--- src/common/rlsd_regs.svh ---
/*
 * register indices, field positions, reset values and timing counts of the
 * resistor lcd segment driver.
 * assumes: included by bare name; byte address of a register is four times its index.
 */
`ifndef RLSD_REGS_SVH
`define RLSD_REGS_SVH

// ----------------------------------------------------------------------------
// register indices (byte address = index * 4)
// ----------------------------------------------------------------------------
`define RLSD_IDX_PORT1_SEG 10'h09c
`define RLSD_IDX_PORT2_SEG 10'h09d
`define RLSD_IDX_PORT3_COM 10'h09e
`define RLSD_IDX_DIV_HIGH 10'h0aa
`define RLSD_IDX_DISP_CTL 10'h0ab
`define RLSD_IDX_DIV_LOW 10'h0ac
`define RLSD_IDX_DRIVE_CTL 10'h0ad
`define RLSD_IDX_STATUS 10'h0af
`define RLSD_IDX_PORT0_SEG 10'h0b6
`define RLSD_IDX_RAM_FIRST 10'h1e0
`define RLSD_IDX_RAM_LAST 10'h1f2

// ----------------------------------------------------------------------------
// field positions and masks
// ----------------------------------------------------------------------------
`define RLSD_CTL_PANEL_SEL 7
`define RLSD_CTL_DRIVER_ON 6
`define RLSD_CTL_CONTRAST_EN 5
`define RLSD_CTL_DUTY 4
`define RLSD_DRV_RSUM 4
`define RLSD_MASK_DRIVE 8'h1f
`define RLSD_MASK_DIV_HIGH 8'h01
`define RLSD_MASK_PORT0 8'h07
`define RLSD_REG_RESET 8'h00

// ----------------------------------------------------------------------------
// encodings
// ----------------------------------------------------------------------------
`define RLSD_OSC_LF_A 4'ha
`define RLSD_OSC_LF_B 4'hd
`define RLSD_OSC_MF_A 4'h3
`define RLSD_OSC_MF_B 4'h6
`define RLSD_OSC_RC 4'h0
`define RLSD_OSC_XTAL 4'he
`define RLSD_MODE_HIGH_SUM 2'h0
`define RLSD_MODE_LOW_SUM 2'h1
`define RLSD_MODE_FAST 2'h2
`define RLSD_CONTRAST_FULL 4'hf
`define RLSD_CONTRAST_ALIAS 4'he
`define RLSD_RESP_OKAY 2'h0
`define RLSD_RESP_SLVERR 2'h2

// ----------------------------------------------------------------------------
// timing counts
// ----------------------------------------------------------------------------
`define RLSD_FRAME_TICKS 512
`define RLSD_COM_PERIOD_4 9'h080
`define RLSD_COM_PERIOD_8 9'h040
`define RLSD_DIV_LF 9'h001
`define RLSD_DIV_MF 9'h004

`endif

--- src/common/rlsd_pkg.sv ---
/*
 * types of the resistor lcd segment driver.
 * assumes: nothing beyond the register header.
 */
package rlsd_pkg;

  typedef enum logic [2:0] {
    RLSD_BUS_IDLE = 3'b001,
    RLSD_BUS_WRESP = 3'b010,
    RLSD_BUS_RRESP = 3'b100
  } rlsd_bus_t;

  typedef struct packed {
    rlsd_bus_t bus;
    logic aw_have;
    logic w_have;
    logic [9:0] widx;
    logic [7:0] wdata;
    logic wlane;
    logic awready;
    logic wready;
    logic arready;
    logic bvalid;
    logic [1:0] bresp;
    logic rvalid;
    logic [1:0] rresp;
    logic [31:0] rdata;
    logic [7:0] port0_seg;
    logic [7:0] port1_seg;
    logic [7:0] port2_seg;
    logic [7:0] port3_com;
    logic [7:0] div_high;
    logic [7:0] div_low;
    logic [7:0] disp_ctl;
    logic [7:0] drive_ctl;
    logic [18:0][7:0] ram;
    logic [3:0] sync1;
    logic [3:0] sync2;
    logic [3:0] sync3;
    logic [8:0] div_cnt;
    logic [8:0] phase;
    logic [7:0] com_drive;
    logic [18:0] seg_drive;
    logic [7:0] com_pin_en;
    logic [18:0] seg_pin_en;
    logic low_bias_sel;
    logic bias_sum_900k;
    logic quarter_bias;
    logic [3:0] panel_supply_level;
    logic frame_start;
    logic display_active;
  } rlsd_state_t;

endpackage : rlsd_pkg

--- src/hw/rlsd_driver.sv ---
/*
 * resistor lcd segment driver: axi4-lite register file, display ram,
 * frame clock derivation, common/segment scan and bias control.
 * assumes: source clock ticks arrive as asynchronous square waves on pins;
 * oscillator_option and power_down are steady levels from logic on aclk.
 */
`timescale 1ns/10ps
`include "rlsd_regs.svh"

// Summary of operation
// - display ram 1E0-1F2 always cpu accessible
// - panel select bit set disables lcd
// - contrast enable picks level, else full supply
// - power-down blanks unless a 32k or 128k option is selected
// - reset blanks display, outputs low except supply level full
// - option 1010/1101: 32k source, 64 hz
// - option 0011/0110: 128k source, fixed frame
// - option 0000 rc, 1110 crystal, divided
// - one frame per 512 driver clocks
// - nine-bit divider, zero passes through
// - duty bit: four or eight commons
// - driver on bit enables lcd
// - sixteen contrast codes, 1110 equals 1111
// - drive scheme picks bias network
// - fast charge: low resistors while refreshing
// - fast charge time fraction of common
// - resistor sum bit: 225k or 900k
// - port0 bits hand pins to seg17-19
// - port1 bits hand pins to seg1-8
// - port2 bits hand pins to seg9-16
// - port3 bits hand pins to commons
// - ram byte per segment, bit per common
module rlsd_driver #(
  parameter int SEG_COUNT = 19, // segment lines
  parameter int COM_COUNT = 8 // common lines
) (
  input wire logic aclk, // system clock, 40 mhz
  input wire logic aresetn, // synchronous reset, active low
  input wire logic [11:0] awaddr, // write address
  input wire logic awvalid, // write address valid
  output logic awready, // write address ready
  input wire logic [31:0] wdata, // write data
  input wire logic [3:0] wstrb, // write byte enables
  input wire logic wvalid, // write data valid
  output logic wready, // write data ready
  output logic [1:0] bresp, // write response
  output logic bvalid, // write response valid
  input wire logic bready, // write response ready
  input wire logic [11:0] araddr, // read address
  input wire logic arvalid, // read address valid
  output logic arready, // read address ready
  output logic [31:0] rdata, // read data
  output logic [1:0] rresp, // read response
  output logic rvalid, // read data valid
  input wire logic rready, // read data ready
  input wire logic [3:0] oscillator_option, // clock source code option
  input wire logic power_down, // chip in power-down
  input wire logic lf_clk_pin, // 32.768 khz source
  input wire logic mf_clk_pin, // 128 khz source
  input wire logic rc_clk_pin, // internal rc source
  input wire logic xtal_clk_pin, // crystal or ceramic source
  output logic [7:0] com_drive, // common select levels
  output logic [18:0] seg_drive, // segment select levels
  output logic [7:0] com_pin_en, // pins given to commons
  output logic [18:0] seg_pin_en, // pins given to segments
  output logic low_bias_sel, // low resistance network chosen
  output logic bias_sum_900k, // high sum is 900k, else 225k
  output logic quarter_bias, // quarter bias, else third bias
  output logic [3:0] panel_supply_level, // contrast code applied
  output logic frame_start, // one-cycle pulse per frame
  output logic display_active // scan running
);

  rlsd_pkg::rlsd_state_t st;
  rlsd_pkg::rlsd_state_t next_st;

  // --------------------------------------------------------------------------
  // helpers
  // --------------------------------------------------------------------------
  function automatic logic [9:0] reg_index(input logic [11:0] addr);
    reg_index = addr[11:2];
  endfunction : reg_index

  function automatic logic is_ram(input logic [9:0] idx);
    is_ram = (idx >= `RLSD_IDX_RAM_FIRST) && (idx <= `RLSD_IDX_RAM_LAST);
  endfunction : is_ram

  function automatic logic [4:0] ram_slot(input logic [9:0] idx);
    logic [9:0] off;
    off = idx - `RLSD_IDX_RAM_FIRST;
    ram_slot = off[4:0];
  endfunction : ram_slot

  // driver clock divisor per oscillator option, 0 treated as 1
  function automatic logic [8:0] eff_div(input logic [3:0] opt, input logic [8:0] prog);
    case (opt)
      `RLSD_OSC_LF_A, `RLSD_OSC_LF_B: eff_div = `RLSD_DIV_LF;
      `RLSD_OSC_MF_A, `RLSD_OSC_MF_B: eff_div = `RLSD_DIV_MF;
      default: eff_div = (prog == 9'h000) ? 9'h001 : prog;
    endcase
  endfunction : eff_div

  function automatic logic [2:0] com_of(input logic [8:0] ph, input logic eight);
    com_of = eight ? ph[8:6] : {1'b0, ph[8:7]};
  endfunction : com_of

  // --------------------------------------------------------------------------
  // next state
  // --------------------------------------------------------------------------
  logic take_aw;
  logic take_w;
  logic take_ar;
  logic have_aw;
  logic have_w;
  logic [9:0] ridx;
  logic [7:0] rbyte;
  logic rhit;
  logic [3:0] src_edge;
  logic src_tick;
  logic lf_option;
  logic running;
  logic drv_tick;
  logic [8:0] divisor;
  logic eight_com;
  logic [2:0] com_idx;
  logic [8:0] com_pos;
  logic [8:0] charge_len;
  logic [1:0] scheme;
  logic [3:0] level;

  always_comb begin
    next_st = st;
    next_st.frame_start = 1'b0;

    // pin clocks: two flops, then edge of the second
    next_st.sync1 = {xtal_clk_pin, rc_clk_pin, mf_clk_pin, lf_clk_pin};
    next_st.sync2 = st.sync1;
    next_st.sync3 = st.sync2;
    src_edge = st.sync2 & ~st.sync3;

    // bus handshakes
    take_aw = awvalid && st.awready;
    take_w = wvalid && st.wready;
    take_ar = arvalid && st.arready;
    have_aw = st.aw_have || take_aw;
    have_w = st.w_have || take_w;
    if (take_aw) begin
      next_st.aw_have = 1'b1;
      next_st.widx = reg_index(awaddr);
    end
    if (take_w) begin
      next_st.w_have = 1'b1;
      next_st.wdata = wdata[7:0];
      next_st.wlane = wstrb[0];
    end

    // read decode
    ridx = reg_index(araddr);
    rhit = 1'b1;
    rbyte = 8'h00;
    if (is_ram(ridx)) begin
      rbyte = st.ram[ram_slot(ridx)];
    end else begin
      case (ridx)
        `RLSD_IDX_PORT0_SEG: rbyte = st.port0_seg;
        `RLSD_IDX_PORT1_SEG: rbyte = st.port1_seg;
        `RLSD_IDX_PORT2_SEG: rbyte = st.port2_seg;
        `RLSD_IDX_PORT3_COM: rbyte = st.port3_com;
        `RLSD_IDX_DIV_HIGH: rbyte = st.div_high;
        `RLSD_IDX_DIV_LOW: rbyte = st.div_low;
        `RLSD_IDX_DISP_CTL: rbyte = st.disp_ctl;
        `RLSD_IDX_DRIVE_CTL: rbyte = st.drive_ctl;
        `RLSD_IDX_STATUS: rbyte = {4'h0, com_of(st.phase, st.disp_ctl[`RLSD_CTL_DUTY]),
            st.display_active};
        default: rhit = 1'b0;
      endcase
    end

    case (st.bus)
      rlsd_pkg::RLSD_BUS_IDLE: begin
        if (take_ar) begin
          next_st.rvalid = 1'b1;
          next_st.rdata = {24'h000000, rbyte};
          next_st.rresp = rhit ? `RLSD_RESP_OKAY : `RLSD_RESP_SLVERR;
          next_st.bus = rlsd_pkg::RLSD_BUS_RRESP;
        end else if (have_aw && have_w) begin
          next_st.aw_have = 1'b0;
          next_st.w_have = 1'b0;
          next_st.bvalid = 1'b1;
          next_st.bresp = `RLSD_RESP_OKAY;
          next_st.bus = rlsd_pkg::RLSD_BUS_WRESP;
          if (is_ram(next_st.widx)) begin
            if (next_st.wlane) begin
              next_st.ram[ram_slot(next_st.widx)] = next_st.wdata;
            end
          end else if (next_st.wlane) begin
            case (next_st.widx)
              `RLSD_IDX_PORT0_SEG: next_st.port0_seg = next_st.wdata & `RLSD_MASK_PORT0;
              `RLSD_IDX_PORT1_SEG: next_st.port1_seg = next_st.wdata;
              `RLSD_IDX_PORT2_SEG: next_st.port2_seg = next_st.wdata;
              `RLSD_IDX_PORT3_COM: next_st.port3_com = next_st.wdata;
              `RLSD_IDX_DIV_HIGH: next_st.div_high = next_st.wdata & `RLSD_MASK_DIV_HIGH;
              `RLSD_IDX_DIV_LOW: next_st.div_low = next_st.wdata;
              `RLSD_IDX_DISP_CTL: next_st.disp_ctl = next_st.wdata;
              `RLSD_IDX_DRIVE_CTL: next_st.drive_ctl = next_st.wdata & `RLSD_MASK_DRIVE;
              `RLSD_IDX_STATUS: next_st.bresp = `RLSD_RESP_OKAY;
              default: next_st.bresp = `RLSD_RESP_SLVERR;
            endcase
          end else if (!(next_st.widx inside {`RLSD_IDX_PORT0_SEG, `RLSD_IDX_PORT1_SEG,
              `RLSD_IDX_PORT2_SEG, `RLSD_IDX_PORT3_COM, `RLSD_IDX_DIV_HIGH, `RLSD_IDX_DIV_LOW,
              `RLSD_IDX_DISP_CTL, `RLSD_IDX_DRIVE_CTL, `RLSD_IDX_STATUS})) begin
            next_st.bresp = `RLSD_RESP_SLVERR;
          end
        end
      end
      rlsd_pkg::RLSD_BUS_WRESP: begin
        if (bready) begin
          next_st.bvalid = 1'b0;
          next_st.bus = rlsd_pkg::RLSD_BUS_IDLE;
        end
      end
      rlsd_pkg::RLSD_BUS_RRESP: begin
        if (rready) begin
          next_st.rvalid = 1'b0;
          next_st.bus = rlsd_pkg::RLSD_BUS_IDLE;
        end
      end
      default: begin
        next_st.bus = rlsd_pkg::RLSD_BUS_IDLE;
        next_st.bvalid = 1'b0;
        next_st.rvalid = 1'b0;
      end
    endcase

    next_st.awready = (next_st.bus == rlsd_pkg::RLSD_BUS_IDLE) && !next_st.aw_have;
    next_st.wready = (next_st.bus == rlsd_pkg::RLSD_BUS_IDLE) && !next_st.w_have;
    next_st.arready = (next_st.bus == rlsd_pkg::RLSD_BUS_IDLE)
        && !next_st.aw_have && !next_st.w_have;

    // source selection and division
    case (oscillator_option)
      `RLSD_OSC_LF_A, `RLSD_OSC_LF_B: src_tick = src_edge[0];
      `RLSD_OSC_MF_A, `RLSD_OSC_MF_B: src_tick = src_edge[1];
      `RLSD_OSC_RC: src_tick = src_edge[2];
      `RLSD_OSC_XTAL: src_tick = src_edge[3];
      default: src_tick = 1'b0;
    endcase
    lf_option = oscillator_option inside {`RLSD_OSC_LF_A, `RLSD_OSC_LF_B,
        `RLSD_OSC_MF_A, `RLSD_OSC_MF_B};
    running = !st.disp_ctl[`RLSD_CTL_PANEL_SEL]
        && st.disp_ctl[`RLSD_CTL_DRIVER_ON]
        && (!power_down || lf_option);
    divisor = eff_div(oscillator_option, {st.div_high[0], st.div_low});
    drv_tick = 1'b0;
    if (!running) begin
      next_st.div_cnt = 9'h000;
      next_st.phase = 9'h000;
    end else if (src_tick) begin
      if (st.div_cnt >= divisor - 9'h001) begin
        next_st.div_cnt = 9'h000;
        drv_tick = 1'b1;
      end else begin
        next_st.div_cnt = st.div_cnt + 9'h001;
      end
    end
    if (drv_tick) begin
      next_st.phase = st.phase + 9'h001; // wraps after 512 driver clocks
      next_st.frame_start = (st.phase == 9'(`RLSD_FRAME_TICKS - 1));
    end

    // scan position
    eight_com = st.disp_ctl[`RLSD_CTL_DUTY];
    com_idx = com_of(next_st.phase, eight_com);
    com_pos = eight_com ? {3'h0, next_st.phase[5:0]} : {2'h0, next_st.phase[6:0]};
    charge_len = (eight_com ? `RLSD_COM_PERIOD_8 : `RLSD_COM_PERIOD_4)
        >> (3 + st.drive_ctl[3:2]);
    scheme = st.drive_ctl[1:0];

    // pin functions
    next_st.seg_pin_en = {st.port0_seg[2:0], st.port2_seg, st.port1_seg};
    next_st.com_pin_en = st.port3_com;

    // drive levels
    next_st.display_active = running;
    next_st.quarter_bias = eight_com;
    next_st.bias_sum_900k = st.drive_ctl[`RLSD_DRV_RSUM];
    case (scheme)
      `RLSD_MODE_HIGH_SUM: next_st.low_bias_sel = 1'b0;
      `RLSD_MODE_LOW_SUM: next_st.low_bias_sel = 1'b1;
      `RLSD_MODE_FAST: next_st.low_bias_sel = running && (com_pos < charge_len);
      default: next_st.low_bias_sel = 1'b0;
    endcase
    level = st.disp_ctl[3:0];
    if (!st.disp_ctl[`RLSD_CTL_CONTRAST_EN]) begin
      next_st.panel_supply_level = `RLSD_CONTRAST_FULL;
    end else if (level == `RLSD_CONTRAST_ALIAS) begin
      next_st.panel_supply_level = `RLSD_CONTRAST_FULL;
    end else begin
      next_st.panel_supply_level = level;
    end
    next_st.com_drive = 8'h00;
    next_st.seg_drive = 19'h00000;
    if (running) begin
      next_st.com_drive[com_idx] = 1'b1;
      next_st.com_drive = next_st.com_drive & next_st.com_pin_en;
      for (int s = 0; s < SEG_COUNT; s++) begin
        next_st.seg_drive[s] = st.ram[s][com_idx] && next_st.seg_pin_en[s];
      end
    end

    if (!aresetn) begin
      next_st = '0;
      next_st.bus = rlsd_pkg::RLSD_BUS_IDLE;
      next_st.panel_supply_level = `RLSD_CONTRAST_FULL;
      next_st.disp_ctl = `RLSD_REG_RESET;
    end
  end

  // --------------------------------------------------------------------------
  // state register
  // --------------------------------------------------------------------------
  always_ff @(posedge aclk) begin
    st <= next_st;
  end

  // --------------------------------------------------------------------------
  // outputs
  // --------------------------------------------------------------------------
  assign awready = st.awready;
  assign wready = st.wready;
  assign arready = st.arready;
  assign bvalid = st.bvalid;
  assign bresp = st.bresp;
  assign rvalid = st.rvalid;
  assign rresp = st.rresp;
  assign rdata = st.rdata;
  assign com_drive = st.com_drive;
  assign seg_drive = st.seg_drive;
  assign com_pin_en = st.com_pin_en;
  assign seg_pin_en = st.seg_pin_en;
  assign low_bias_sel = st.low_bias_sel;
  assign bias_sum_900k = st.bias_sum_900k;
  assign quarter_bias = st.quarter_bias;
  assign panel_supply_level = st.panel_supply_level;
  assign frame_start = st.frame_start;
  assign display_active = st.display_active;

endmodule : rlsd_driver

--- config.mk ---
export PLATFORM = sky130hd
export DESIGN_NAME = rlsd_driver
export DESIGN_NICKNAME = d
export VERILOG_FILES = /design/src/common/rlsd_pkg.sv /design/src/hw/rlsd_driver.sv
export VERILOG_INCLUDE_DIRS = /design/src /design/src/common
export SDC_FILE = /design/constraint.sdc
export NUM_CORES = 1
export LEC_CHECK = 0
export ABC_CLOCK_PERIOD_IN_PS = 5900
export CORE_ASPECT_RATIO = 0.9
export CORE_MARGIN = 2
export CORE_UTILIZATION = 64
export CTS_CLUSTER_DIAMETER = 100
export DETAILED_ROUTE_END_ITERATION = 6
export DONT_BUFFER_PORTS = 1
export PLACE_DENSITY = 0.85
export SETUP_SLACK_MARGIN = 0.1
export SYNTH_ARGS = -nofsm -noshare
export SYNTH_HDL_FRONTEND = slang
export SYNTH_SLANG_ARGS = --single-unit
export TNS_END_PERCENT = 1
--- constraint.sdc ---
create_clock -name aclk -period 5.9 [get_ports aclk]
set_input_delay 1.18 -clock aclk [delete_from_list [all_inputs] [get_ports aclk]]
set_output_delay 1.18 -clock aclk [all_outputs]
set_load 0.02 [all_outputs]
Word level (Yosys, flattened, before mapping)
Index checks and enable logic that the tools add are counted.

cells by class
  add/sub/neg operators = 6
  order comparisons = 11
  equal/unequal tests = 36
  shifts and indexed selects = 1
  muxes and demuxes = 86
  bitwise operators = 9
  reduce and logical (&&, ||, !) cells = 64

operators by type and width
  cell                   number
  $eq A10 B8 Y1 const B  18
  $bwmux W152            1
  $pmux W8 S9            1
  $bmux W1 S3            19
  $reduce_and A6 Y1      8
  $mux W9                5
  $bmux W8 S5            1
  $demux W8 S5           1
  $mux W35               1
  $logic_and A1 B1 Y1    33
  $mux W8                4
  $mux W1                29
  $mux W3                7
  $ge A10 B9 Y1 const B  2
  $le A10 B9 Y1 const B  2
  $add A9 B1 Y9 const B  2
  $pmux W9 S2            1
  $reduce_or A9 Y1       2
  $eq A4 B4 Y1 const B   4
  $mux W2                7
  $lt A5 B6 Y1 const B   2
  $mux W10               1
  $ne A2 B2 Y1 const B   5
  $sub A5 B1 Y5 const B  2
  other kinds (39)       55

word-level totals
  register bits after elaboration = 335
  logic and storage cells = 269

Depth between registers and ports, before layout
Gate-level depths: netlist (run 1).

  depth after elaboration = 15
  mapped depth = 25
  gate-level depth less buffers = 24

Least setup slack after synthesis (run 1)
OpenSTA, ideal clock, no wires.

  path type = input-to-reg
  from = input port oscillator_option[3]
  to = register st, in the netlist low_bias_sel
  setup time = 0.058 ns
  data arrival time = 5.204 ns
  path slack = 0.638 ns
  cell stages on the path = 23
  path through = buf_2 nand2b_1 o22ai_1 a22oi_1 clkbuf_1 nand2_1 ha_1 nor4_1 nor2_1 ha_1 a41o_1 a211oi_1 o21ai_1 nand2_2 nor2_1 xnor2_1 nor2_1 ha_1 nor2b_1 o21ai_0 nand4b_1 nor4_1 o211a_1

between the ends
  longest elaborated chain between the ends = 13
  elaborated cells on any way between the ends = 24

RTL lines
  element                               line                                                       source
  from (decl)                           rlsd_driver.sv:56                                          input wire logic [3:0] oscillator_option,
  $eq A4 B2 Y1 (tied with other cells)  rlsd_driver.sv:96, rlsd_driver.sv:241, rlsd_driver.sv:248
  $reduce_or A2 Y1                      rlsd_driver.sv:96, rlsd_driver.sv:241
  $pmux W9 S2                           rlsd_driver.sv:96                                          case (opt)
  $sub A9 B1 Y9                         rlsd_driver.sv:259                                         if (st.div_cnt >= divisor - 9'h001) begin
  $ge A9 B9 Y1                          rlsd_driver.sv:259
  $mux W1                               rlsd_driver.sv:259
  $mux W1                               rlsd_driver.sv:258                                         end else if (src_tick) begin
  $mux W1                               rlsd_driver.sv:255                                         if (!running) begin
  $mux W9 *                             rlsd_driver.sv:266                                         if (drv_tick) begin
  $mux W7 *                             rlsd_driver.sv:274                                         com_pos = eight_com ? {3'h0, next_st.phase[5:0]} : {2'h0, next_st.phase[6:0]};
  net com_pos[3]                        rlsd_driver.sv:126                                         logic [8:0] com_pos;
  $lt A7 B9 Y1 *                        rlsd_driver.sv:290                                         `RLSD_MODE_FAST: next_st.low_bias_sel = running && (com_pos < charge_len);
  $logic_and A1 B1 Y1 *                 rlsd_driver.sv:290
  $pmux W1 S2 *                         rlsd_driver.sv:287                                         case (scheme)
  to (signal assigned)                  rlsd_driver.sv:323                                         st <= next_st;
  to (decl)                             rlsd_driver.sv:74                                          rlsd_pkg::rlsd_state_t st;

The timed path passes the listed nets; every way through them passes the cells marked *.
A chain may end at the register's enable or synchronous reset.

Worst setup path in the final report (run 1)
  from = register st[265] (netlist bit)
  to = register st, in the netlist seg_drive[18]

between the ends
  longest elaborated chain between the ends = 13

RTL lines
  element                          line                source
  $logic_not A9 Y1                 rlsd_driver.sv:99   default: eff_div = (prog == 9'h000) ? 9'h001 : prog;
  $mux W9 *                        rlsd_driver.sv:99
  $pmux W9 S2 *                    rlsd_driver.sv:96
  $sub A9 B1 Y9 *                  rlsd_driver.sv:259
  $ge A9 B9 Y1 *                   rlsd_driver.sv:259
  $mux W1 *                        rlsd_driver.sv:259
  $mux W1 *                        rlsd_driver.sv:258
  $mux W1 *                        rlsd_driver.sv:255
  $mux W9 *                        rlsd_driver.sv:266
  $mux W3 *                        rlsd_driver.sv:104  com_of = eight ? ph[8:6] : {1'b0, ph[8:7]};
  $bmux W1 S3 *                    rlsd_driver.sv:307  next_st.seg_drive[s] = st.ram[s][com_idx] && next_st.seg_pin_en[s];
  $mux W1 (not written as such) *  rlsd_driver.sv:307
  $logic_and A1 B1 Y1 *            rlsd_driver.sv:307

Every way passes the cells marked *; elsewhere a longest branch is shown, timed or not. The select of a mux whose other input is x is not followed.

==> results.sh, run 1 <==
export IMPL_status="complete, no violations"
export IMPL_synth_edf_count=0
export IMPL_die_area_sq_um=27000
export IMPL_topRoutingLayerUsed="met4"
export IMPL_ir_worst_vdd_mv=0.2463
export IMPL_routed_wl_um=47810
export IMPL_grt_pass1_wl_um=73650
export IMPL_fp_coreArea_sq_um=25190
export IMPL_pin_count=180
export IMPL_fillers=1923
export IMPL_grt_max_degree=108
export IMPL_postCtsResizedCells=0
export IMPL_finalCritPeriodShare=0.9071
export IMPL_synth_area_sq_um=16450
export IMPL_syn2layout_area_growth_pct=4.115
export IMPL_pwr_share_comb=0.107
export IMPL_end_kind="flip-flop"
export IMPL_path_clk_slew_ns=0.06
export IMPL_tns_ns=0
export IMPL_rows=55
export IMPL_grt_pass1_vias=12910
export IMPL_worst_pin_slew_ns=1.183
export IMPL_cp_buffers_inverters=2
export IMPL_min_delay_path_depth=1
export IMPL_nNetsFinal=1746
export IMPL_drc=0
export IMPL_root_buffer="clkbuf_16"
export IMPL_cp_data_arrival_time_ns=5.75
export IMPL_routedWlPerCell_um=23.68
export IMPL_dp_hpwl_um=31870
export IMPL_period_needed_ns=5.352
export IMPL_post_cts_buffers=0
export IMPL_ys_seq_elements=333
export IMPL_yosysSeqAreaShare=0.4053
export IMPL_track_usage=0.3461
export IMPL_die_h_um=156.1
export IMPL_cp_common_cell="a21oi_1"
export IMPL_port_buffers=0
export IMPL_post_dp_cell_area_sq_um=15910
export IMPL_die_width_um=173.0
export IMPL_drive_gt1_frac=0.1093
export IMPL_place_gp_congestion=0.9859
export IMPL_initial_core_util=0.6530
export IMPL_first_pass_iters=7
export IMPL_cap_viol_max_count=0
export IMPL_seqPwrFrac=0.451
export IMPL_rsz0062_at_grt="no"
export IMPL_worst_r2r_cell_count=21
export IMPL_cp_max_fo=21
export IMPL_overflow=0
export IMPL_crit_path_cell_trace="or3_1 -> nor3_1 -> a21oi_1 -> a21oi_1 -> nor3_1 -> ha_1 -> o31a_1 -> nand2_1 -> a32oi_1 -> ha_1 -> a21oi_1 -> nor2_1 -> a211oi_1 -> o21ai_1 -> buf_4 -> nand3_4 -> mux2_2 -> nand2_1 -> buf_4 -> o221ai_1 -> a21oi_1"
export IMPL_p_switching_mw=1.405
export IMPL_met3RoutedLength_um=6416
export IMPL_dr_total_vias=13650
export IMPL_cp_start_kind="flip-flop"
export IMPL_tritoncts="done"
export IMPL_hold_path_class="reg -> reg"
export IMPL_post_synth_cell_area_avg_sq_um=9.204
export IMPL_max_freq_mhz=186.9
export IMPL_p_sw_frac=0.2670
export IMPL_slew_headroom=0.1960
export IMPL_max_stage_delay_ns=0.56
export IMPL_wl_met2_um=21180
export IMPL_cp_depth=21
export IMPL_cts_buffers=34
export IMPL_cts_path_max_buffers=3
export IMPL_clock_latency_ns=0.53
export IMPL_path_class="reg -> reg"
export IMPL_hold_viol=0
export IMPL_h_tree_depth=2
export IMPL_design_area_sq_um=17120
export IMPL_viasPerCell=6.758
export IMPL_wl_met1_um=18720
export IMPL_skew_ns=0.01107
export IMPL_seq_area_sq_um=6666
export IMPL_synth_flop_cell="dfxtp_1"
export IMPL_multiInputGateArea_sq_um=8501
export IMPL_ant_nets=0
export IMPL_setup_viol=0
export IMPL_crit_required_ns=6.30
export IMPL_clkPwrFrac=0.441
export IMPL_slowest_stage="mux2_2"
export IMPL_leakagePower_nw=6.645
export IMPL_cpLargestDelayFamily="compound AO/OA/AOI/OAI gates"
export IMPL_cts_hold_buf=0
export IMPL_cts_sinks=333
export IMPL_synth_distinct_cells=81
export IMPL_postSynthCellCount=1787
export IMPL_finalMaxSlewViolations=0
export IMPL_p_per_area_nw_per_um2=307.3
export IMPL_antenna_found_initial=4
export IMPL_ys_warn_count=0
export IMPL_async_flop_share=0
export IMPL_drtIter0Drc=2123
export IMPL_p_int_mw=3.857
-- area by class of cell --
| type | instances | area share |
|---|---|---|
| Multi-Input combinational cell | 1227 | 0.4964 |
| Clock buffer | 50 | 0.06218 |
| Tap cell | 342 | 0.02499 |
| Clock inverter | 12 | 0.008695 |
| Inverter | 28 | 0.006430 |
| Antenna cell | 2 | 0.0002923 |
| Sequential cell | 333 | 0.3893 |
| Timing Repair Buffer | 25 | 0.01169 |
-- per-layer routing --
layer,up-vias,global-route usage
met3,140,0.1009
met5,-,0
li1,6021,-
met2,977,0.5406
met1,6507,0.4579
met4,0,0.1267
-- state kept, by name (all words and copies together), names as in the netlist, 2 cells and up --
signal	flops
seg_drive	19
panel_supply_level	4
level	4
st	248
com_pin_en	8
com_drive	8
scheme	2
seg_pin_en	19
rdata	8
-- synthesized netlist by cell type, types with 8 or more instances --
library cell    n  area (sq um)
a211oi_1       81         608.1
a21oi_1        92         460.4
a22oi_1         8         60.06
a2bb2oi_1      19         166.4
and2_1         61         381.6
buf_2          33         165.2
buf_4         101         758.2
clkbuf_1       77         289.0
dfxtp_1       333          6666
ha_1           21         262.8
inv_1          27         101.4
mux2_2          9         101.4
mux2i_1       125          1251
mux4_2         40         900.9
nand2_1        97         364.1
nand2b_1       11         68.82
nand3_1        23         115.1
nand3b_1       22         165.2
nor2_1        283          1062
nor2b_1        30         187.7
nor3_1         36         180.2
o2111ai_1      19         166.4
o211ai_2       19         237.7
o21ai_0        31         155.2
o221ai_1       27         236.5
o32a_1         20         200.2
xor2_1          9         78.83
-- metrics by stage --
stage	setup WS, ns	std cells	hold slack, ns	total power [mW]	util
floorplan	0.6375	1812	0.4119	2.848	-
global placement	0.5894	1955	0.4191	2.945	0.6315
detailed placement	0.3679	1955	0.4207	2.960	0.6315
CTS	0.6699	2017	0.4286	5.235	0.6797
global route	0.1102	2017	0.4630	5.380	0.6797
finish	0.5483	2019	0.4387	5.262	0.6799
-- worst paths after layout --
path / startpoint / to / slack [ns]
min reg2reg: st[92] / st[88] / 0.44
max reg2reg: st[265] / seg_drive[18] / 0.55
max: st[265] / seg_drive[18] / 0.55
min: st[92] / st[88] / 0.44
-- kinds of logic after synthesis --
logic type	count (synthesis)	synth area share
compound gates	370	0.1662
mux	175	0.1379
simple gates	620	0.1805
xor+xnor	15	0.007988
other cells	1	0.0002280
flops	333	0.4053
fa+ha+maj	21	0.01598
buf+inv	252	0.08581
-- placed cells by master, fill, tap and decap left out, drive strengths merged, types with 22 or more instances in the layout --
cell type    n
nand3b      22
nand3       24
inv         29
nor2       290
mux4        40
nand2       98
mux2i      125
conb        26
o211ai      22
o21ai       36
a211oi      81
clkbuf      50
buf         25
nor2b       31
o221ai      27
dfxtp      333
a21oi       92
nor3        37
and2        61
-- power groups by stage --
stage	Clock (mW)	Combinational (mW)	Sequential, mW
floorplan	0	0.455	2.39
global placement	0	0.523	2.42
detailed placement	0	0.535	2.42
CTS	2.32	0.541	2.37
global route	2.41	0.590	2.38
finish	2.32	0.564	2.37
No activity file was read; power rests on OpenSTA's default activity.
==> run 2: changes to the inputs <==
--- a/config.mk
+++ b/config.mk
@@ -6,14 +6,14 @@
 export SDC_FILE = /design/constraint.sdc
 export NUM_CORES = 1
 export LEC_CHECK = 0
-export ABC_CLOCK_PERIOD_IN_PS = 5900
+export ABC_CLOCK_PERIOD_IN_PS = 4400
 export CORE_ASPECT_RATIO = 0.9
 export CORE_MARGIN = 2
-export CORE_UTILIZATION = 64
+export CORE_UTILIZATION = 58
 export CTS_CLUSTER_DIAMETER = 100
 export DETAILED_ROUTE_END_ITERATION = 6
 export DONT_BUFFER_PORTS = 1
-export PLACE_DENSITY = 0.85
+export PLACE_DENSITY = 0.76
 export SETUP_SLACK_MARGIN = 0.1
 export SYNTH_ARGS = -nofsm -noshare
 export SYNTH_HDL_FRONTEND = slang
==> constraint.sdc (replaced) <==
create_clock -name aclk -period 4.4 [get_ports aclk]
set_input_delay 0.88 -clock aclk [delete_from_list [all_inputs] [get_ports aclk]]
set_output_delay 0.88 -clock aclk [all_outputs]
set_load 0.02 [all_outputs]
==> run 2 against run 1 <==
Compared with the run above: the run now ends with negative setup slack left; die area grew 10%; non-clock buffer count up 42; setup slack got worse by 0.59 ns; critical path depth is 3 higher; core utilization is 4.3 points lower; via count fell by 0.73%; sequential share of layout area decreased by 1.5 points; first-iteration DRC count decreased by 28%; power is 36% higher; hold slack worse by 0.012 ns; critical endpoint is now low_bias_sel.
==> results.sh, run 2 (same netlist as run 1, synthesis figures left out) <==
export IMPL_status="finished, violations left"
export IMPL_violations="negative setup slack"
export IMPL_path_class="reg -> reg"
export IMPL_die_area_sq_um=29720
export IMPL_design_area_sq_um=17790
export IMPL_setup_ws_ns=-0.04545
export IMPL_cp_start_kind="flip-flop"
export IMPL_viasPerCell=6.513
export IMPL_fp_coreArea_sq_um=27940
export IMPL_leakagePower_nw=6.926
export IMPL_grt_pass1_wl_um=73970
export IMPL_clock_latency_ns=0.53
export IMPL_cp_max_fo=7
export IMPL_rr_endpoint="low_bias_sel"
export IMPL_met1_usage=0.4335
export IMPL_cts_hold_buf=0
export IMPL_root_buffer="clkbuf_16"
export IMPL_use_met2=0.4908
export IMPL_track_usage=0.3188
export IMPL_hold_viol=0
export IMPL_nNetsFinal=1789
export IMPL_post_dp_cell_area_sq_um=16310
export IMPL_cts_path_max_buffers=3
export IMPL_grt_most_used_layer="met2"
export IMPL_dr_total_vias=13550
export IMPL_grt_pass1_vias=12650
export IMPL_initial_core_util=0.5887
export IMPL_hold_path_class="reg -> reg"
export IMPL_overflow=0
export IMPL_fin_util=0.6367
export IMPL_tritoncts="done"
export IMPL_pin_count=180
export IMPL_rows=58
export IMPL_min_from="st[89]"
export IMPL_fillers=2310
export IMPL_cap_viol_max_count=0
export IMPL_end_kind="flip-flop"
export IMPL_setup_viol=2
export IMPL_p_per_area_nw_per_um2=401.9
export IMPL_finalCritPeriodShare=1.010
export IMPL_drc=0
export IMPL_h_tree_depth=2
export IMPL_crit_path_cell_trace="or3_4 -> nor3_4 -> a21oi_4 -> buf_4 -> nor2_1 -> nor3_2 -> ha_2 -> o31a_1 -> nand2_1 -> a32oi_2 -> ha_1 -> buf_4 -> nand4_1 -> o21ai_2 -> nand3_2 -> buf_4 -> nor2_2 -> xnor2_1 -> nor2_1 -> ha_1 -> nand4_1 -> a31oi_2 -> nor4_2 -> o211a_1"
export IMPL_slowest_stage="or3_4"
export IMPL_skew_ns=0.01287
export IMPL_grt_max_degree=108
export IMPL_min_to="st[85]"
export IMPL_worst_r2r_cell_count=24
export IMPL_grt_use_met3=0.08514
export IMPL_finalMaxSlewViolations=0
export IMPL_place_gp_congestion=0.9824
export IMPL_crit_required_ns=4.82
export IMPL_path_clk_slew_ns=0.06
export IMPL_ant_nets=0
export IMPL_max_stage_delay_ns=0.41
export IMPL_rsz0062_at_grt="yes"
export IMPL_reg2reg_from="st[266]"
export IMPL_cp_common_cell="buf_4"
export IMPL_largest_reg_flops=248
export IMPL_dp_hpwl_um=32950
export IMPL_port_buffers=0
export IMPL_worst_pin_slew_ns=1.118
export IMPL_drtIter0Drc=1534
export IMPL_regMostFlops="st"
export IMPL_cts_sinks=333
export IMPL_routed_wl_um=48130
export IMPL_dp_slack_ns=-0.2888
export IMPL_r2r_slack_ns=-0.05
export IMPL_die_h_um=163.8
export IMPL_syn2layout_area_growth_pct=8.155
export IMPL_cts_buffers=35
export IMPL_most_common_layout_cells="333 x dfxtp_1, 279 x nor2_1, 123 x mux2i_1, 95 x nand2_1, 83 x a21oi_1"
export IMPL_first_pass_iters=6
export IMPL_slew_headroom=0.2532
export IMPL_ir_worst_vdd_mv=0.3270
export IMPL_antenna_found_initial=4
export IMPL_routedWlPerCell_um=23.14
export IMPL_min_delay_path_depth=1
export IMPL_period_needed_ns=4.445
export IMPL_final_common_cell="dfxtp_1"
export IMPL_cp_data_arrival_time_ns=4.86
export IMPL_max_freq_mhz=224.9
export IMPL_drive_gt1_frac=0.1549
export IMPL_die_width_um=181.5
[run 2: cell count changes in the layout (fill, tap and decap cells not counted), moves of 4 or more]
cell     previous run  this run
a21oi_1            92        83
a21oi_2             0         8
buf_12              1         6
buf_4              24        58
nor2_1            283       279
nor2_2              7        11
[run 2: worst max-delay path, delay by kind of cell, from the launching register on]
family	cells	cell delay [ns]
flip-flops	1	0.31
XOR/XNOR	1	0.15
AO/OA/AOI/OAI	6	1.06
buffers and inverters	3	0.42
adder cells (fa/ha/maj)	3	0.81
AND/OR/NAND/NOR	11	1.57
[run 2: layer usage]
metal / share of wire / wire length [um]
met5: 0 / 0
met4: 0.031 / 1482
met3: 0.12 / 5584
met2: 0.44 / 21150
met1: 0.41 / 19910
[run 2: through the flow]
step	power, mW	TNS [ns]	hold WS, ns	instances
3_3_place_gp	3.974	-1.339	0.4171	2012
4_1_cts	7.139	0	0.4294	2075
5_1_grt	7.338	-2.033	0.4469	2080
2_1_floorplan	3.824	-0.02615	0.4119	1812
6_report	7.149	-0.05663	0.4268	2080
3_5_place_dp	3.995	-4.144	0.4230	2012
[run 2: worst max-delay path by stage]
stage / slack [ns] / from / endpoint
finish: -0.05 / st[266] / low_bias_sel
global placement: -0.16 / oscillator_option[2] / seg_drive[17]
global route: -0.27 / st[266] / low_bias_sel
detailed placement: -0.29 / oscillator_option[2] / seg_drive[17]
CTS: 0.04 / st[264] / low_bias_sel
floorplan: -0.03 / oscillator_option[3] / low_bias_sel
[run 2: cell type report]
cell class / instances / area [sq um] / area share
multi-input combinational: 1227 / 8717 / 0.4900
clock inverter: 10 / 165.2 / 0.009285
sequential: 333 / 6666 / 0.3748
timing repair buffer: 67 / 589.3 / 0.03313
antenna: 3 / 7.507 / 0.0004220
clock buffer: 52 / 1082 / 0.06084
tap: 360 / 450.4 / 0.02532
inverter: 28 / 110.1 / 0.006190
[run 2: timing repair]
action | in CTS | in global routing
resized for setup | 16 | 27
buffers inserted | 1 | 2
setup endpoints to repair | 24 | 28
pin swaps | 13 | 27
[run 2: power breakdown]
group          switching [mW]  internal [mW]
clock                    1.24           1.94
sequential             0.0991           3.09
combinational           0.545          0.234
total                    1.89           5.26
==> run 3: changes to the inputs <==
--- a/config.mk
+++ b/config.mk
@@ -9,11 +9,11 @@
 export ABC_CLOCK_PERIOD_IN_PS = 4400
 export CORE_ASPECT_RATIO = 0.9
 export CORE_MARGIN = 2
-export CORE_UTILIZATION = 58
+export CORE_UTILIZATION = 34
 export CTS_CLUSTER_DIAMETER = 100
 export DETAILED_ROUTE_END_ITERATION = 6
 export DONT_BUFFER_PORTS = 1
-export PLACE_DENSITY = 0.76
+export PLACE_DENSITY = 0.5
 export SETUP_SLACK_MARGIN = 0.1
 export SYNTH_ARGS = -nofsm -noshare
 export SYNTH_HDL_FRONTEND = slang
==> run 3 against run 2 <==
Compared with the run above: the run still ends with negative setup slack left; via count down 3.0%; non-clock buffer count up 14; cell count up 14%; global-route usage down 10 points; setup slack worse by 0.049 ns; clock power up 11%; clock-buffer cell count down 2; critical path depth unchanged; combinational power up 4.6%; fmax down 1.1%; power up 5.5%; first-iteration DRC count down 21%; critical path type unchanged.
==> results.sh, run 3 (same netlist as run 1, synthesis figures left out) <==
export IMPL_largest_reg_flops=248
export IMPL_initial_core_util=0.3439
export IMPL_viasPerCell=5.562
export IMPL_die_h_um=212.7
export IMPL_dp_hpwl_um=38180
export IMPL_slew_headroom=0.2803
export IMPL_setup_viol=20
export IMPL_grt_pass1_wl_um=81590
export IMPL_port_buffers=0
export IMPL_die_width_um=235.8
export IMPL_worst_r2r_cell_count=24
export IMPL_p_switching_mw=2.027
export IMPL_skew_ns=0.02423
export IMPL_cts_path_max_buffers=3
export IMPL_dp_cells=2287
export IMPL_cp_max_fo=7
export IMPL_drtIter0Drc=1213
export IMPL_nNetsFinal=1806
export IMPL_rows=76
export IMPL_cts_buffers=38
export IMPL_root_buffer="clkbuf_16"
export IMPL_p_per_area_nw_per_um2=411.2
export IMPL_hold_ws_ns=0.4308
export IMPL_drive_gt1_frac=0.1594
export IMPL_min_delay_path_depth=1
export IMPL_clkPwrFrac=0.469
export IMPL_grt_pass1_vias=12400
export IMPL_cts_sinks=333
export IMPL_p_sw_frac=0.2687
export IMPL_min_to="st[85]"
export IMPL_most_common_layout_cells="333 x dfxtp_1, 279 x nor2_1, 123 x mux2i_1, 94 x nand2_1, 88 x a21oi_1"
export IMPL_track_usage=0.2149
export IMPL_finalMaxSlewViolations=0
export IMPL_overflow=0
export IMPL_ir_worst_vdd_mv=0.2490
export IMPL_regMostFlops="st"
export IMPL_clock_latency_ns=0.55
export IMPL_path_clk_slew_ns=0.06
export IMPL_period_needed_ns=4.495
export IMPL_p_int_mw=5.517
export IMPL_routedWlPerCell_um=23.02
export IMPL_seqPwrFrac=0.423
export IMPL_die_area_sq_um=50150
export IMPL_hold_viol=0
export IMPL_worst_pin_slew_ns=1.077
export IMPL_r2r_slack_ns=-0.09
export IMPL_first_pass_iters=6
export IMPL_min_from="st[89]"
export IMPL_grt_use_met3=0.04059
export IMPL_h_tree_depth=2
export IMPL_pwr_share_comb=0.108
export IMPL_hold_path_class="reg -> reg"
export IMPL_end_kind="flip-flop"
export IMPL_cp_data_arrival_time_ns=4.99
export IMPL_violations="negative setup slack"
export IMPL_final_common_cell="dfxtp_1"
export IMPL_fp_coreArea_sq_um=47830
export IMPL_grt_most_used_layer="met2"
export IMPL_max_freq_mhz=222.5
export IMPL_ant_nets=0
export IMPL_cp_start_kind="flip-flop"
export IMPL_syn2layout_area_growth_pct=11.57
export IMPL_dp_slack_ns=-0.4674
export IMPL_tns_ns=-0.9444
export IMPL_finalCritPeriodShare=1.021
export IMPL_pin_count=180
export IMPL_path_class="reg -> reg"
export IMPL_use_met2=0.3237
export IMPL_dr_total_vias=13140
export IMPL_cap_viol_max_count=0
export IMPL_tritoncts="done"
export IMPL_place_gp_congestion=0.9121
export IMPL_met1_usage=0.3117
export IMPL_leakagePower_nw=7.058
export IMPL_status="finished, violations left"
export IMPL_power_mw=7.545
export IMPL_reg2reg_from="st[264]"
export IMPL_routed_wl_um=54390
export IMPL_setup_ws_ns=-0.09456
export IMPL_drc=0
export IMPL_rr_endpoint="low_bias_sel"
export IMPL_crit_required_ns=4.89
export IMPL_grt_max_degree=106
export IMPL_cts_hold_buf=0
export IMPL_final_instance_count_excl_fill=2363
export IMPL_rsz0062_at_grt="yes"
export IMPL_antenna_found_initial=3
[run 3: cell count changes in the layout (fill, tap and decap cells not counted), sizes merged]
cell / delta
buf: +14
clkbuf: -2
bufinv: +4
clkinvlp: +1
clkinv: +4
diode: -2
[run 3: layout make-up]
class,count,area [sq um]
fillers,4775,29480
multi-input cells,1227,8702
flip-flops and latches,333,6666
clock buffers,50,1067
well taps,624,780.7
repair buffers,81,706.9
clock inverters,19,314.1
inverters,28,110.1
diodes,1,2.502
[run 3: worst max path at each step]
stage / startpoint / to / slack [ns] / cells past startpoint
3_3_place_gp: oscillator_option[2] / low_bias_sel / -0.39 / 23
2_1_floorplan: oscillator_option[3] / low_bias_sel / -0.03 / 25
3_5_place_dp: oscillator_option[2] / low_bias_sel / -0.47 / 23
4_1_cts: st[264] / low_bias_sel / -0.21 / 25
5_1_grt: st[264] / low_bias_sel / -0.36 / 24
6_report: st[264] / low_bias_sel / -0.09 / 24
[run 3: repair_timing]
item / CTS / global route
endpoints found under the setup margin: 26 / 26
gates resized for setup: 15 / 22
setup buffers: 2 / 4
pin swaps: 16 / 23
endpoints found under the hold margin: 0 / 0
[run 3: per-stage QoR]
step,instance area [sq um],utilization
after floorplan,16600,-
after global placement,16740,0.3500
after detailed placement,16740,0.3500
after CTS,18200,0.3806
after global routing,18350,0.3836
final,18350,0.3836
[run 3: power by group through the flow]
stage | Clock (mW) | Combinational (mW) | Sequential, mW
after global routing | 3.74 | 0.865 | 3.19
after floorplan | 0 | 0.616 | 3.21
after CTS | 3.61 | 0.800 | 3.19
after global placement | 0 | 0.789 | 3.25
after detailed placement | 0 | 0.794 | 3.25
final | 3.54 | 0.815 | 3.19
[run 3: layer usage]
metal	share of wire	up-vias
li1	-	6126
met4	0.023	2
met1	0.47	6412
met3	0.079	86
met2	0.43	516
met5	0.00024	-
[run 3: critical path, stage by stage, from the launching register on]
cell      delay, ns
dfxtp_1        0.31
or3_4          0.40
nor3_4         0.18
a21oi_4        0.10
a211oi_2       0.25
nor3_2         0.08
ha_2           0.18
o31a_1         0.19
nand2b_1       0.13
a32oi_2        0.10
ha_1           0.33
buf_4          0.15
a211oi_4       0.27
o21ai_2        0.13
nand2_2        0.17
nor2_4         0.05
xnor2_2        0.15
nor2_2         0.15
ha_4           0.22
nor2b_1        0.13
o21ai_1        0.14
nand4b_1       0.13
nor4_2         0.20
buf_4          0.15
o211a_1        0.14
